## src/design/cell_phy_defines.svh

```systemverilog
// Constants for the receive host port and transmit self-test controls.
// Assumes a single 125 MHz ref_clk that also times both port sides.
`ifndef CELL_PHY_DEFINES_SVH
`define CELL_PHY_DEFINES_SVH

// ----------------------------------------------------------------
// Transmit queue reset
// ----------------------------------------------------------------
`define QRST_HOLD       4'h8
`define QRST_HOLD_LAST  4'h7

// ----------------------------------------------------------------
// Self-test pattern (9-bit LFSR, 511 states)
// ----------------------------------------------------------------
`define BIST_SEED       9'h1ff
`define BIST_LAST_POS   9'h1fe
`define BIST_TAP_HI     8
`define BIST_TAP_LO     4

// ----------------------------------------------------------------
// Receive modes and reset values
// ----------------------------------------------------------------
`define RX_MODE_SPECIAL 2'h3
`define CLAV_IDLE       1'b1
`define DECODE_RESET    3'h0

`endif

```

## src/design/cell_phy_pkg.sv

```systemverilog
// Types shared by the receive host port design files.
// Assumes nothing beyond the defines header.
package cell_phy_pkg;

  // Transmitter source select
  typedef enum logic [0:0] {
    TX_NORMAL    = 1'b0,
    TX_SELF_TEST = 1'b1
  } tx_mode_e;

  // One received character with its indicators
  typedef struct packed {
    logic [7:0] data;
    logic       violation;
    logic       cell_start;
    logic       special;
  } rx_char_s;

endpackage

```

## src/design/decode_table_if.sv

```systemverilog
// Carrier between the port logic and its special-character table.
// Assumes both ends share ref_clk.
interface decode_table_if;
  logic [2:0] rd_addr;   // Special code to look up
  logic [2:0] rd_data;   // {violation, cell_start, special}, registered
  logic       wr_en;     // Table load strobe
  logic [2:0] wr_addr;   // Entry to load
  logic [2:0] wr_data;   // Flag triple to load

  modport store  (input rd_addr, input wr_en, input wr_addr,
                  input wr_data, output rd_data);
  modport client (output rd_addr, output wr_en, output wr_addr,
                  output wr_data, input rd_data);
endinterface

```

## src/design/special_decode_table.sv

```systemverilog
// Eight-entry table mapping special codes to flag triples.
// Assumes loads and lookups share ref_clk; read data is registered.
`include "cell_phy_defines.svh"
module special_decode_table
(
  input  wire logic    ref_clk,   // Port clock
  input  wire logic    rst_n,     // Async reset, active low
  decode_table_if.store tbl       // Lookup and load port
);

  logic [2:0] entry [8];

  // ----------------------------------------------------------------
  // Storage and registered lookup
  // ----------------------------------------------------------------
  // Entries clear at reset so an unloaded table reads as plain data
  always_ff @(posedge ref_clk or negedge rst_n)
  begin
    if (!rst_n)
    begin
      for (int i = 0; i < 8; i++)
        entry[i] <= `DECODE_RESET;
      tbl.rd_data <= `DECODE_RESET;
    end
    else
    begin
      if (tbl.wr_en)
        entry[tbl.wr_addr] <= tbl.wr_data;
      tbl.rd_data <= entry[tbl.rd_addr];
    end
  end

endmodule // special_decode_table

```

## src/design/bist_pattern_gen.sv

```systemverilog
// Self-test pattern source: 511-character LFSR sequence.
// Assumes run is already synchronised to ref_clk.
`include "cell_phy_defines.svh"
module bist_pattern_gen
(
  input  wire logic       ref_clk,      // Port clock
  input  wire logic       rst_n,        // Async reset, active low
  input  wire logic       run,          // Sequence advances while high
  output logic [7:0]      pattern_char, // Current test character
  output logic            seq_end       // One cycle per finished sequence
);

  logic [8:0] lfsr;
  logic [8:0] pos;
  logic [8:0] next_lfsr;

  // ----------------------------------------------------------------
  // Shift register feedback
  // ----------------------------------------------------------------
  genvar g;
  generate
    for (g = 1; g < 9; g++)
    begin : g_shift
      assign next_lfsr[g] = lfsr[g-1];
    end
  endgenerate
  assign next_lfsr[0] = lfsr[`BIST_TAP_HI] ^ lfsr[`BIST_TAP_LO];

  // Restarting from the seed gives the far end a known first char
  always_ff @(posedge ref_clk or negedge rst_n)
  begin
    if (!rst_n)
    begin
      lfsr    <= `BIST_SEED;
      pos     <= '0;
      seq_end <= 1'b0;
    end
    else if (!run)
    begin
      lfsr    <= `BIST_SEED;
      pos     <= '0;
      seq_end <= 1'b0;
    end
    else
    begin
      lfsr    <= next_lfsr;
      seq_end <= (pos == `BIST_LAST_POS);
      pos     <= (pos == `BIST_LAST_POS) ? 9'h000 : pos + 9'h001;
    end
  end

  assign pattern_char = lfsr[7:0];

endmodule // bist_pattern_gen

```

## src/design/cell_phy_receive_host_port.sv

```systemverilog
// Receive host port, queue reset request and transmit self-test.
// Assumes ref_clk stands for both the receive and transmit side
// clocks; port inputs are synchronous, self-test pins are not.
`include "cell_phy_defines.svh"
module cell_phy_receive_host_port
(
  input  wire logic       ref_clk,                        // 125 MHz
  input  wire logic       rst_n,                          // Async, low
  input  wire logic       transmit_queue_reset_request_n, // Low = reset
  input  wire logic       transmit_self_test_enable_n,    // Async pin
  input  wire logic       receive_self_test_enable_n,     // Async pin
  input  wire logic       cascade_timing_select,          // Static pin
  input  wire logic       receive_port_enable,            // Polarity var
  input  wire logic [2:0] receive_port_select,            // Host address
  input  wire logic [2:0] port_identity_strap,            // Our address
  input  wire logic [1:0] rx_mode,                        // Receive mode
  input  wire logic       rx_char_valid,                  // Char present
  input  wire logic [7:0] rx_char_byte,                   // Decoded byte
  input  wire logic       rx_char_special,                // Special char
  input  wire logic       rx_char_cell_start,             // Cell start
  input  wire logic       rx_char_error,                  // Errored char
  input  wire logic [2:0] rx_special_code,                // Special index
  input  wire logic       rx_self_test_mismatch,          // Checker miss
  input  wire logic       rx_cell_ready,                  // Full cell in
  input  wire logic       decode_wr_en,                   // Table load
  input  wire logic [2:0] decode_wr_addr,                 // Table entry
  input  wire logic [2:0] decode_wr_data,                 // Flag triple
  input  wire logic       tx_queue_read_request,          // Wants a byte
  input  wire logic       tx_queue_not_empty,             // Queue holds
  input  wire logic [7:0] tx_queue_byte,                  // Queue head
  output logic [7:0]      receive_byte_output,            // Byte out
  output logic            receive_violation_flag,         // Violation
  output logic            receive_cell_start_flag,        // Cell start
  output logic            receive_special_or_data_flag,   // High special
  output logic            receive_bus_oe,                 // Drive enable
  output logic            receive_cell_available_flag,    // Low = cell
  output logic            receive_cell_available_oe,      // Drive enable
  output logic            transmit_queue_empty_flag,      // Polarity var
  output logic            tx_queue_read,                  // Pop queue
  output logic            tx_queue_reset,                 // Reset pulse
  output logic [7:0]      tx_char_out,                    // To encoder
  output logic            tx_char_is_pattern              // Test char
);

  // ----------------------------------------------------------------
  // Shared decode
  // ----------------------------------------------------------------
  // Level that a flag shows when asserted, per timing convention
  function automatic logic flag_level(input logic asserted,
                                      input logic cascade);
    flag_level = asserted ? cascade : ~cascade;
  endfunction

  // ----------------------------------------------------------------
  // Synchronisers and strap capture
  // ----------------------------------------------------------------
  logic       tx_test_s1, tx_test_s2;
  logic       rx_test_s1, rx_test_s2;
  logic       casc_s1, cascade_q;
  logic [2:0] strap_q;
  logic       strap_taken;

  // Only the second stage feeds logic; first stage is metastable-prone
  always_ff @(posedge ref_clk or negedge rst_n)
  begin
    if (!rst_n)
    begin
      tx_test_s1 <= 1'b1;
      tx_test_s2 <= 1'b1;
      rx_test_s1 <= 1'b1;
      rx_test_s2 <= 1'b1;
      casc_s1    <= 1'b0;
      cascade_q  <= 1'b0;
    end
    else
    begin
      tx_test_s1 <= transmit_self_test_enable_n;
      tx_test_s2 <= tx_test_s1;
      rx_test_s1 <= receive_self_test_enable_n;
      rx_test_s2 <= rx_test_s1;
      casc_s1    <= cascade_timing_select;
      cascade_q  <= casc_s1;
    end
  end

  // Strap is caught on the first edge after release, then frozen
  always_ff @(posedge ref_clk or negedge rst_n)
  begin
    if (!rst_n)
    begin
      strap_q     <= 3'h0;
      strap_taken <= 1'b0;
    end
    else if (!strap_taken)
    begin
      strap_q     <= port_identity_strap;
      strap_taken <= 1'b1;
    end
  end

  // ----------------------------------------------------------------
  // Port selection
  // ----------------------------------------------------------------
  logic port_match;
  logic enable_active;
  logic rx_sel;

  // Enable is active when it equals the cascade select level
  assign enable_active = (receive_port_enable == cascade_q);
  assign port_match    = strap_taken &&
                         (receive_port_select == strap_q);
  assign rx_sel        = port_match && enable_active;

  // ----------------------------------------------------------------
  // Receive pipeline and table lookup
  // ----------------------------------------------------------------
  decode_table_if tbl_bus ();
  cell_phy_pkg::rx_char_s p_char;
  logic       p_valid;
  logic [1:0] p_mode;
  logic       p_mismatch;
  logic       p_test;

  assign tbl_bus.rd_addr = rx_special_code;
  assign tbl_bus.wr_en   = decode_wr_en;
  assign tbl_bus.wr_addr = decode_wr_addr;
  assign tbl_bus.wr_data = decode_wr_data;

  special_decode_table u_table
  (
    .ref_clk (ref_clk),
    .rst_n   (rst_n),
    .tbl     (tbl_bus.store)
  );

  // One stage so source fields line up with the registered lookup
  always_ff @(posedge ref_clk or negedge rst_n)
  begin
    if (!rst_n)
    begin
      p_char     <= '0;
      p_valid    <= 1'b0;
      p_mode     <= 2'h0;
      p_mismatch <= 1'b0;
      p_test     <= 1'b0;
    end
    else
    begin
      p_char     <= {rx_char_byte, rx_char_error, rx_char_cell_start,
                     rx_char_special};
      p_valid    <= rx_char_valid;
      p_mode     <= rx_mode;
      p_mismatch <= rx_self_test_mismatch;
      p_test     <= !rx_test_s2;
    end
  end

  // ----------------------------------------------------------------
  // Indicator decode
  // ----------------------------------------------------------------
  logic mode_special;
  logic use_table;
  logic dec_violation;
  logic dec_cell_start;
  logic dec_special;

  assign mode_special   = (p_mode == `RX_MODE_SPECIAL);
  assign use_table      = mode_special && p_char.special;
  // Outside mode 11 the flag is idle unless the checker runs
  assign dec_violation  = use_table    ? tbl_bus.rd_data[2] :
                          mode_special ? p_char.violation :
                          (p_test && p_mismatch);
  assign dec_cell_start = use_table ? tbl_bus.rd_data[1] :
                          p_char.cell_start;
  assign dec_special    = use_table ? tbl_bus.rd_data[0] :
                          p_char.special;

  // ----------------------------------------------------------------
  // Receive outputs (all timed by the receive side clock)
  // ----------------------------------------------------------------
  // Bytes not taken while deselected are dropped, not queued
  always_ff @(posedge ref_clk or negedge rst_n)
  begin
    if (!rst_n)
    begin
      receive_byte_output          <= 8'h00;
      receive_violation_flag       <= 1'b0;
      receive_cell_start_flag      <= 1'b0;
      receive_special_or_data_flag <= 1'b0;
      receive_bus_oe               <= 1'b0;
      receive_cell_available_flag  <= `CLAV_IDLE;
      receive_cell_available_oe    <= 1'b0;
    end
    else
    begin
      receive_bus_oe            <= rx_sel;
      receive_cell_available_oe <= port_match;
      if (rx_sel)
        receive_cell_available_flag <= !rx_cell_ready;
      if (rx_sel && p_valid)
      begin
        receive_byte_output          <= p_char.data;
        receive_violation_flag       <= dec_violation;
        receive_cell_start_flag      <= dec_cell_start;
        receive_special_or_data_flag <= dec_special;
      end
    end
  end

  // ----------------------------------------------------------------
  // Transmit queue reset request
  // ----------------------------------------------------------------
  logic [3:0] qrst_cnt;

  // Fires once per hold; a glitch shorter than eight samples is ignored
  always_ff @(posedge ref_clk or negedge rst_n)
  begin
    if (!rst_n)
    begin
      qrst_cnt       <= 4'h0;
      tx_queue_reset <= 1'b0;
    end
    else
    begin
      tx_queue_reset <= !transmit_queue_reset_request_n &&
                        (qrst_cnt == `QRST_HOLD_LAST);
      if (transmit_queue_reset_request_n)
        qrst_cnt <= 4'h0;
      else if (qrst_cnt != `QRST_HOLD)
        qrst_cnt <= qrst_cnt + 4'h1;
    end
  end

  // ----------------------------------------------------------------
  // Transmit self-test control
  // ----------------------------------------------------------------
  cell_phy_pkg::tx_mode_e tx_mode;
  cell_phy_pkg::tx_mode_e next_tx_mode;
  logic       bist_active;
  logic [7:0] pattern_char;
  logic       bist_end;
  logic       empty_asserted;

  always_comb
  begin
    case (tx_mode)
      cell_phy_pkg::TX_NORMAL:
        next_tx_mode = tx_test_s2 ? cell_phy_pkg::TX_NORMAL
                                  : cell_phy_pkg::TX_SELF_TEST;
      cell_phy_pkg::TX_SELF_TEST:
        next_tx_mode = tx_test_s2 ? cell_phy_pkg::TX_NORMAL
                                  : cell_phy_pkg::TX_SELF_TEST;
      default:
        next_tx_mode = cell_phy_pkg::TX_NORMAL;
    endcase
  end

  assign bist_active    = (tx_mode == cell_phy_pkg::TX_SELF_TEST);
  assign empty_asserted = (transmit_queue_empty_flag == cascade_q);

  bist_pattern_gen u_bist
  (
    .ref_clk      (ref_clk),
    .rst_n        (rst_n),
    .run          (bist_active),
    .pattern_char (pattern_char),
    .seq_end      (bist_end)
  );

  // Queue is frozen during test so its contents survive the test
  always_ff @(posedge ref_clk or negedge rst_n)
  begin
    if (!rst_n)
    begin
      tx_mode                   <= cell_phy_pkg::TX_NORMAL;
      tx_queue_read             <= 1'b0;
      tx_char_out               <= 8'h00;
      tx_char_is_pattern        <= 1'b0;
      transmit_queue_empty_flag <= 1'b0;
    end
    else
    begin
      tx_mode            <= next_tx_mode;
      tx_queue_read      <= !bist_active && tx_queue_read_request &&
                            tx_queue_not_empty;
      tx_char_out        <= bist_active ? pattern_char
                                        : tx_queue_byte;
      tx_char_is_pattern <= bist_active;
      transmit_queue_empty_flag <=
        flag_level(bist_active ? bist_end : !tx_queue_not_empty,
                   cascade_q);
    end
  end

  // ----------------------------------------------------------------
  // Checks
  // ----------------------------------------------------------------
  logic [8:0] gap;
  logic       gap_seen;

  always_ff @(posedge ref_clk or negedge rst_n)
  begin
    if (!rst_n)
    begin
      gap      <= 9'h000;
      gap_seen <= 1'b0;
    end
    else
    begin
      gap      <= (!bist_active || bist_end) ? 9'h000 : gap + 9'h001;
      gap_seen <= bist_active && (gap_seen || bist_end);
    end
  end
endmodule // cell_phy_receive_host_port

```

## config.mk

```make
export PLATFORM = sky130hd
export DESIGN_NAME = cell_phy_receive_host_port
export DESIGN_NICKNAME = d
export VERILOG_FILES = /design/src/design/cell_phy_pkg.sv /design/src/design/decode_table_if.sv /design/src/design/special_decode_table.sv /design/src/design/bist_pattern_gen.sv /design/src/design/cell_phy_receive_host_port.sv
export VERILOG_INCLUDE_DIRS = /design/src /design/src/design
export SDC_FILE = /design/constraint.sdc
export NUM_CORES = 1
export LEC_CHECK = 0
export ABC_AREA = 1
export BUFFER_PORTS_ARGS = -buffer_cell sky130_fd_sc_hd__buf_2
export CORE_MARGIN = 3
export CORE_UTILIZATION = 55
export CTS_BUF_LIST = sky130_fd_sc_hd__clkbuf_16
export DETAILED_ROUTE_END_ITERATION = 16
export HOLD_SLACK_MARGIN = 0.06
export PLACE_DENSITY = 0.79
export SYNTH_ARGS = -nofsm -noshare
export SYNTH_HDL_FRONTEND = slang
export SYNTH_HIERARCHICAL = 1
export SYNTH_SLANG_ARGS = --single-unit
```

## constraint.sdc

```tcl
create_clock -name ref_clk -period 1.54 [get_ports ref_clk]
set_input_delay 0.308 -clock ref_clk [delete_from_list [all_inputs] [get_ports ref_clk]]
set_output_delay 0.308 -clock ref_clk [all_outputs]
set_load 0.05 [all_outputs]
```

==> impl_metrics.env <==
export IMPL_hp_class="input port to register"
export IMPL_n_fill_cell=591
export IMPL_crit_start="receive_cell_available_flag"
export IMPL_min_delay_start="receive_self_test_enable_n"
export IMPL_clkSinkCount=103
export IMPL_via_per_inst=4.941
export IMPL_io_pins=75
export IMPL_period_share_pct=91.98
export IMPL_grt_max_degree=37
export IMPL_worstPathRequired_ns=1.23
export IMPL_status="complete, no violations"
export IMPL_vias=3187
export IMPL_clk_latency_ns=0.33
export IMPL_yosys_most_used_dff="dfrtp_1"
export IMPL_slowest_stage="dfstp_2"
export IMPL_drv_slew=0
export IMPL_grt_usage_pct=20.82
export IMPL_ys_types=31
export IMPL_antenna_cells=0
export IMPL_synth_compound_area_share_pct=4.502
export IMPL_finalNetCount=594
export IMPL_htreeDepth=3
export IMPL_post_synth_main_area_contributors="dfrtp_1 52%, nand2_1 13%, dfstp_2 8.6%"
export IMPL_cts_clk_slew_worst_paths_ns=0.06
export IMPL_netlist_area_um2=4280
export IMPL_dieArea_um2=8877
export IMPL_critPathTopFamily="flip-flops"
export IMPL_cp_arrival_ns=1.11
export IMPL_wirelength_um=8483
export IMPL_holdPathEnd="rx_test_s1"
export IMPL_place_congestion=0.8869
export IMPL_synth_fa_ha_area_share_pct=1.169
export IMPL_postCtsResizedCells=0
export IMPL_fin_crit_ns=1.417
export IMPL_tns_ns=0
export IMPL_grt_pass1_wl_um=14310
export IMPL_synth_seq_area_share_pct=60.63
export IMPL_grt_pass1_vias=3055
export IMPL_ff2ff_setup_slack_ns=0.26
export IMPL_clock_skew_ns=0.004020
export IMPL_die_w_um=94.22
export IMPL_cts_max_path_buffers=2
export IMPL_total_power_uw=6396
export IMPL_synthMuxAreaShare_pct=0
export IMPL_root_buffer="clkbuf_16"
export IMPL_numCtsBuffers=9
export IMPL_gr_total_overflow=0
export IMPL_synth_xor_area_share_pct=1.198
export IMPL_antenna_found_initial=0
export IMPL_worstPathCellList="buf_2"
export IMPL_synth_edf_count=0
export IMPL_syn_avg_cell_area_um2=9.285
export IMPL_dp_hpwl_um=6108
export IMPL_cp_start_kind="register"
export IMPL_coreArea_um2=7408
export IMPL_drc=0
export IMPL_ys_ff_latch=103
export IMPL_ys_async_sr_fraction_pct=100.0
export IMPL_regToRegEndpoint="receive_byte_output[3]"
export IMPL_synth_simple_area_share_pct=24.55
export IMPL_final_hold_violation_count=0
export IMPL_syn_nets=514
export IMPL_drive_gt1_share_pct=25.09
export IMPL_synth_top_area_share_pct=52.03
export IMPL_finalSetupViolCount=0
export IMPL_drtAntennaViolNets=0
export IMPL_rsz0062_at_grt="false"
export IMPL_hold_depth=1
export IMPL_critPathKind="register to primary output"
export IMPL_synth_commonest_cells="152 x nand2_1, 89 x dfrtp_1, 52 x inv_1, 32 x o21ai_0, 25 x nand3_1"
export IMPL_cts_hold_buffers=2
export IMPL_drtPass1Iterations=5
export IMPL_postCtsSetupRepairBufs=0
export IMPL_critPathMaxFanout=2
export IMPL_yosysWarnings=6
export IMPL_synth_most_common_cell="nand2_1"
export IMPL_cap_violations=0
export IMPL_syn2layout_area_growth_pct=17.57
export IMPL_synth_cells=461
export IMPL_critPathBufInv=1
export IMPL_r2r_cells=7
export IMPL_initial_core_util_pct=57.78
export IMPL_cp_end_kind="primary output"
export IMPL_ir_drop_mv=0.7591
export IMPL_std_cell_rows=31
export IMPL_synth_top_area_cell="dfrtp_1"
export IMPL_cpPeakStageDelay_ns=0.53
export IMPL_fmaxAchievable_mhz=706.0
export IMPL_numPortBuffers=74
export IMPL_p_leak_uw=0.002658
export IMPL_die_h_um=94.22
export IMPL_timing_rr_start="strap_q[2]"
export IMPL_power_density_nw_per_um2=1271
export IMPL_tritoncts="yes"
export IMPL_first_iter_violations=169
export IMPL_routedWlPerCell_um=13.15
export IMPL_synth_top_family_by_area="simple AND/OR/NAND/NOR gates"
-- per-stage QoR --
stage,cells,util (%),area (µm²),worst slack [ns],hold slack [ns]
floorplan,461,-,4280,0.3424,0.01241
finish,645,67.93,5032,0.1235,0.07366
CTS,645,67.93,5032,0.1052,0.06269
detailed placement,627,64.08,4747,0.2697,0.2788
global placement,627,64.08,4747,0.3306,0.2724
global route,645,67.93,5032,0.09102,0.06265
-- worst max path at each step --
stage,slack [ns],end,depth (start not counted)
floorplan,0.34,transmit_queue_empty_flag,5
global placement,0.33,receive_cell_available_flag,9
detailed placement,0.27,receive_cell_available_flag,9
CTS,0.11,receive_cell_available_flag,1
global route,0.09,receive_cell_available_flag,1
finish,0.12,receive_cell_available_flag,1
-- flip-flops by register name (all words and copies together), names as in the netlist, 2 cells and up --
register             flops
strap_q                  3
p_mode                   2
u_bist/lfsr              9
u_table/entry           24
p_char                  11
receive_byte_output      8
u_bist/pos               9
qrst_cnt                 4
tx_char_out              8
u_table/tbl.rd_data      3
-- per-layer routing --
metal / up-vias / GRT usage [%] / share of wire (%)
met5: - / 0 / 0
met4: 0 / 7.702 / 0.68
met3: 4 / 4.006 / 5.3
met2: 97 / 33.98 / 51
met1: 1511 / 27.70 / 43
li1: 1575 / - / -
-- cell type report --
type	instances	area (µm²)	area share, %
Clock inverter	7	40.04	0.7956
Multi-Input combinational cell	284	1349	26.80
Clock buffer	9	225.2	4.475
Sequential cell	103	2595	51.57
Tap cell	99	123.9	2.461
Inverter	59	221.5	4.401
Timing Repair Buffer	84	478.0	9.498
-- worst register-to-register path, cell delays in order, from the launching register on --
cell and delay [ns]:
dfrtp_1 0.40, inv_1 0.09, nand2_1 0.05, nand2_1 0.05, nand2_1 0.08, nor2_4 0.27, nand4_1 0.16, nand2_1 0.12
-- placed cells by master (no fill, tap or decap) --
cell	n
nand2_1	152
dfrtp_1	89
buf_2	73
inv_1	52
o21ai_0	32
nand3_1	25
nor2_1	23
nand4_1	14
dfstp_2	14
clkbuf_16	9
inv_2	7
buf_4	7
or2_2	7
a21oi_1	5
nor2_4	4
ha_1	4
xor2_1	3
clkinvlp_4	3
nand2_2	3
clkinv_1	2
clkinv_2	2
dlygate4sd3_1	2
buf_12	2
nand3_2	1
xnor2_2	1
nor3_1	1
nor3b_1	1
o21a_1	1
nand3b_1	1
conb_1	1
nor2_2	1
nand2_4	1
xnor2_1	1
nor3_2	1
nor3_4	1
-- kinds of logic (layout without fill, tap and decap cells) --
kind of cell               after synthesis  after routing
buffers and inverters                   74            159
xor gates and xnor gates                 5              5
other                                    1              1
DFF                                    103            103
and+or+nand+nor                        236            236
AOI/OAI and AO/OA                       38             38
adders and majority gates                4              4
-- power breakdown --
| part | switching [µW] | internal [µW] |
|---|---|---|
| clock network | 920 | 1080 |
| logic | 869 | 339 |
| registers | 166 | 3020 |
| total | 1950 | 4440 |
No activity file was read; power rests on OpenSTA's default activity.
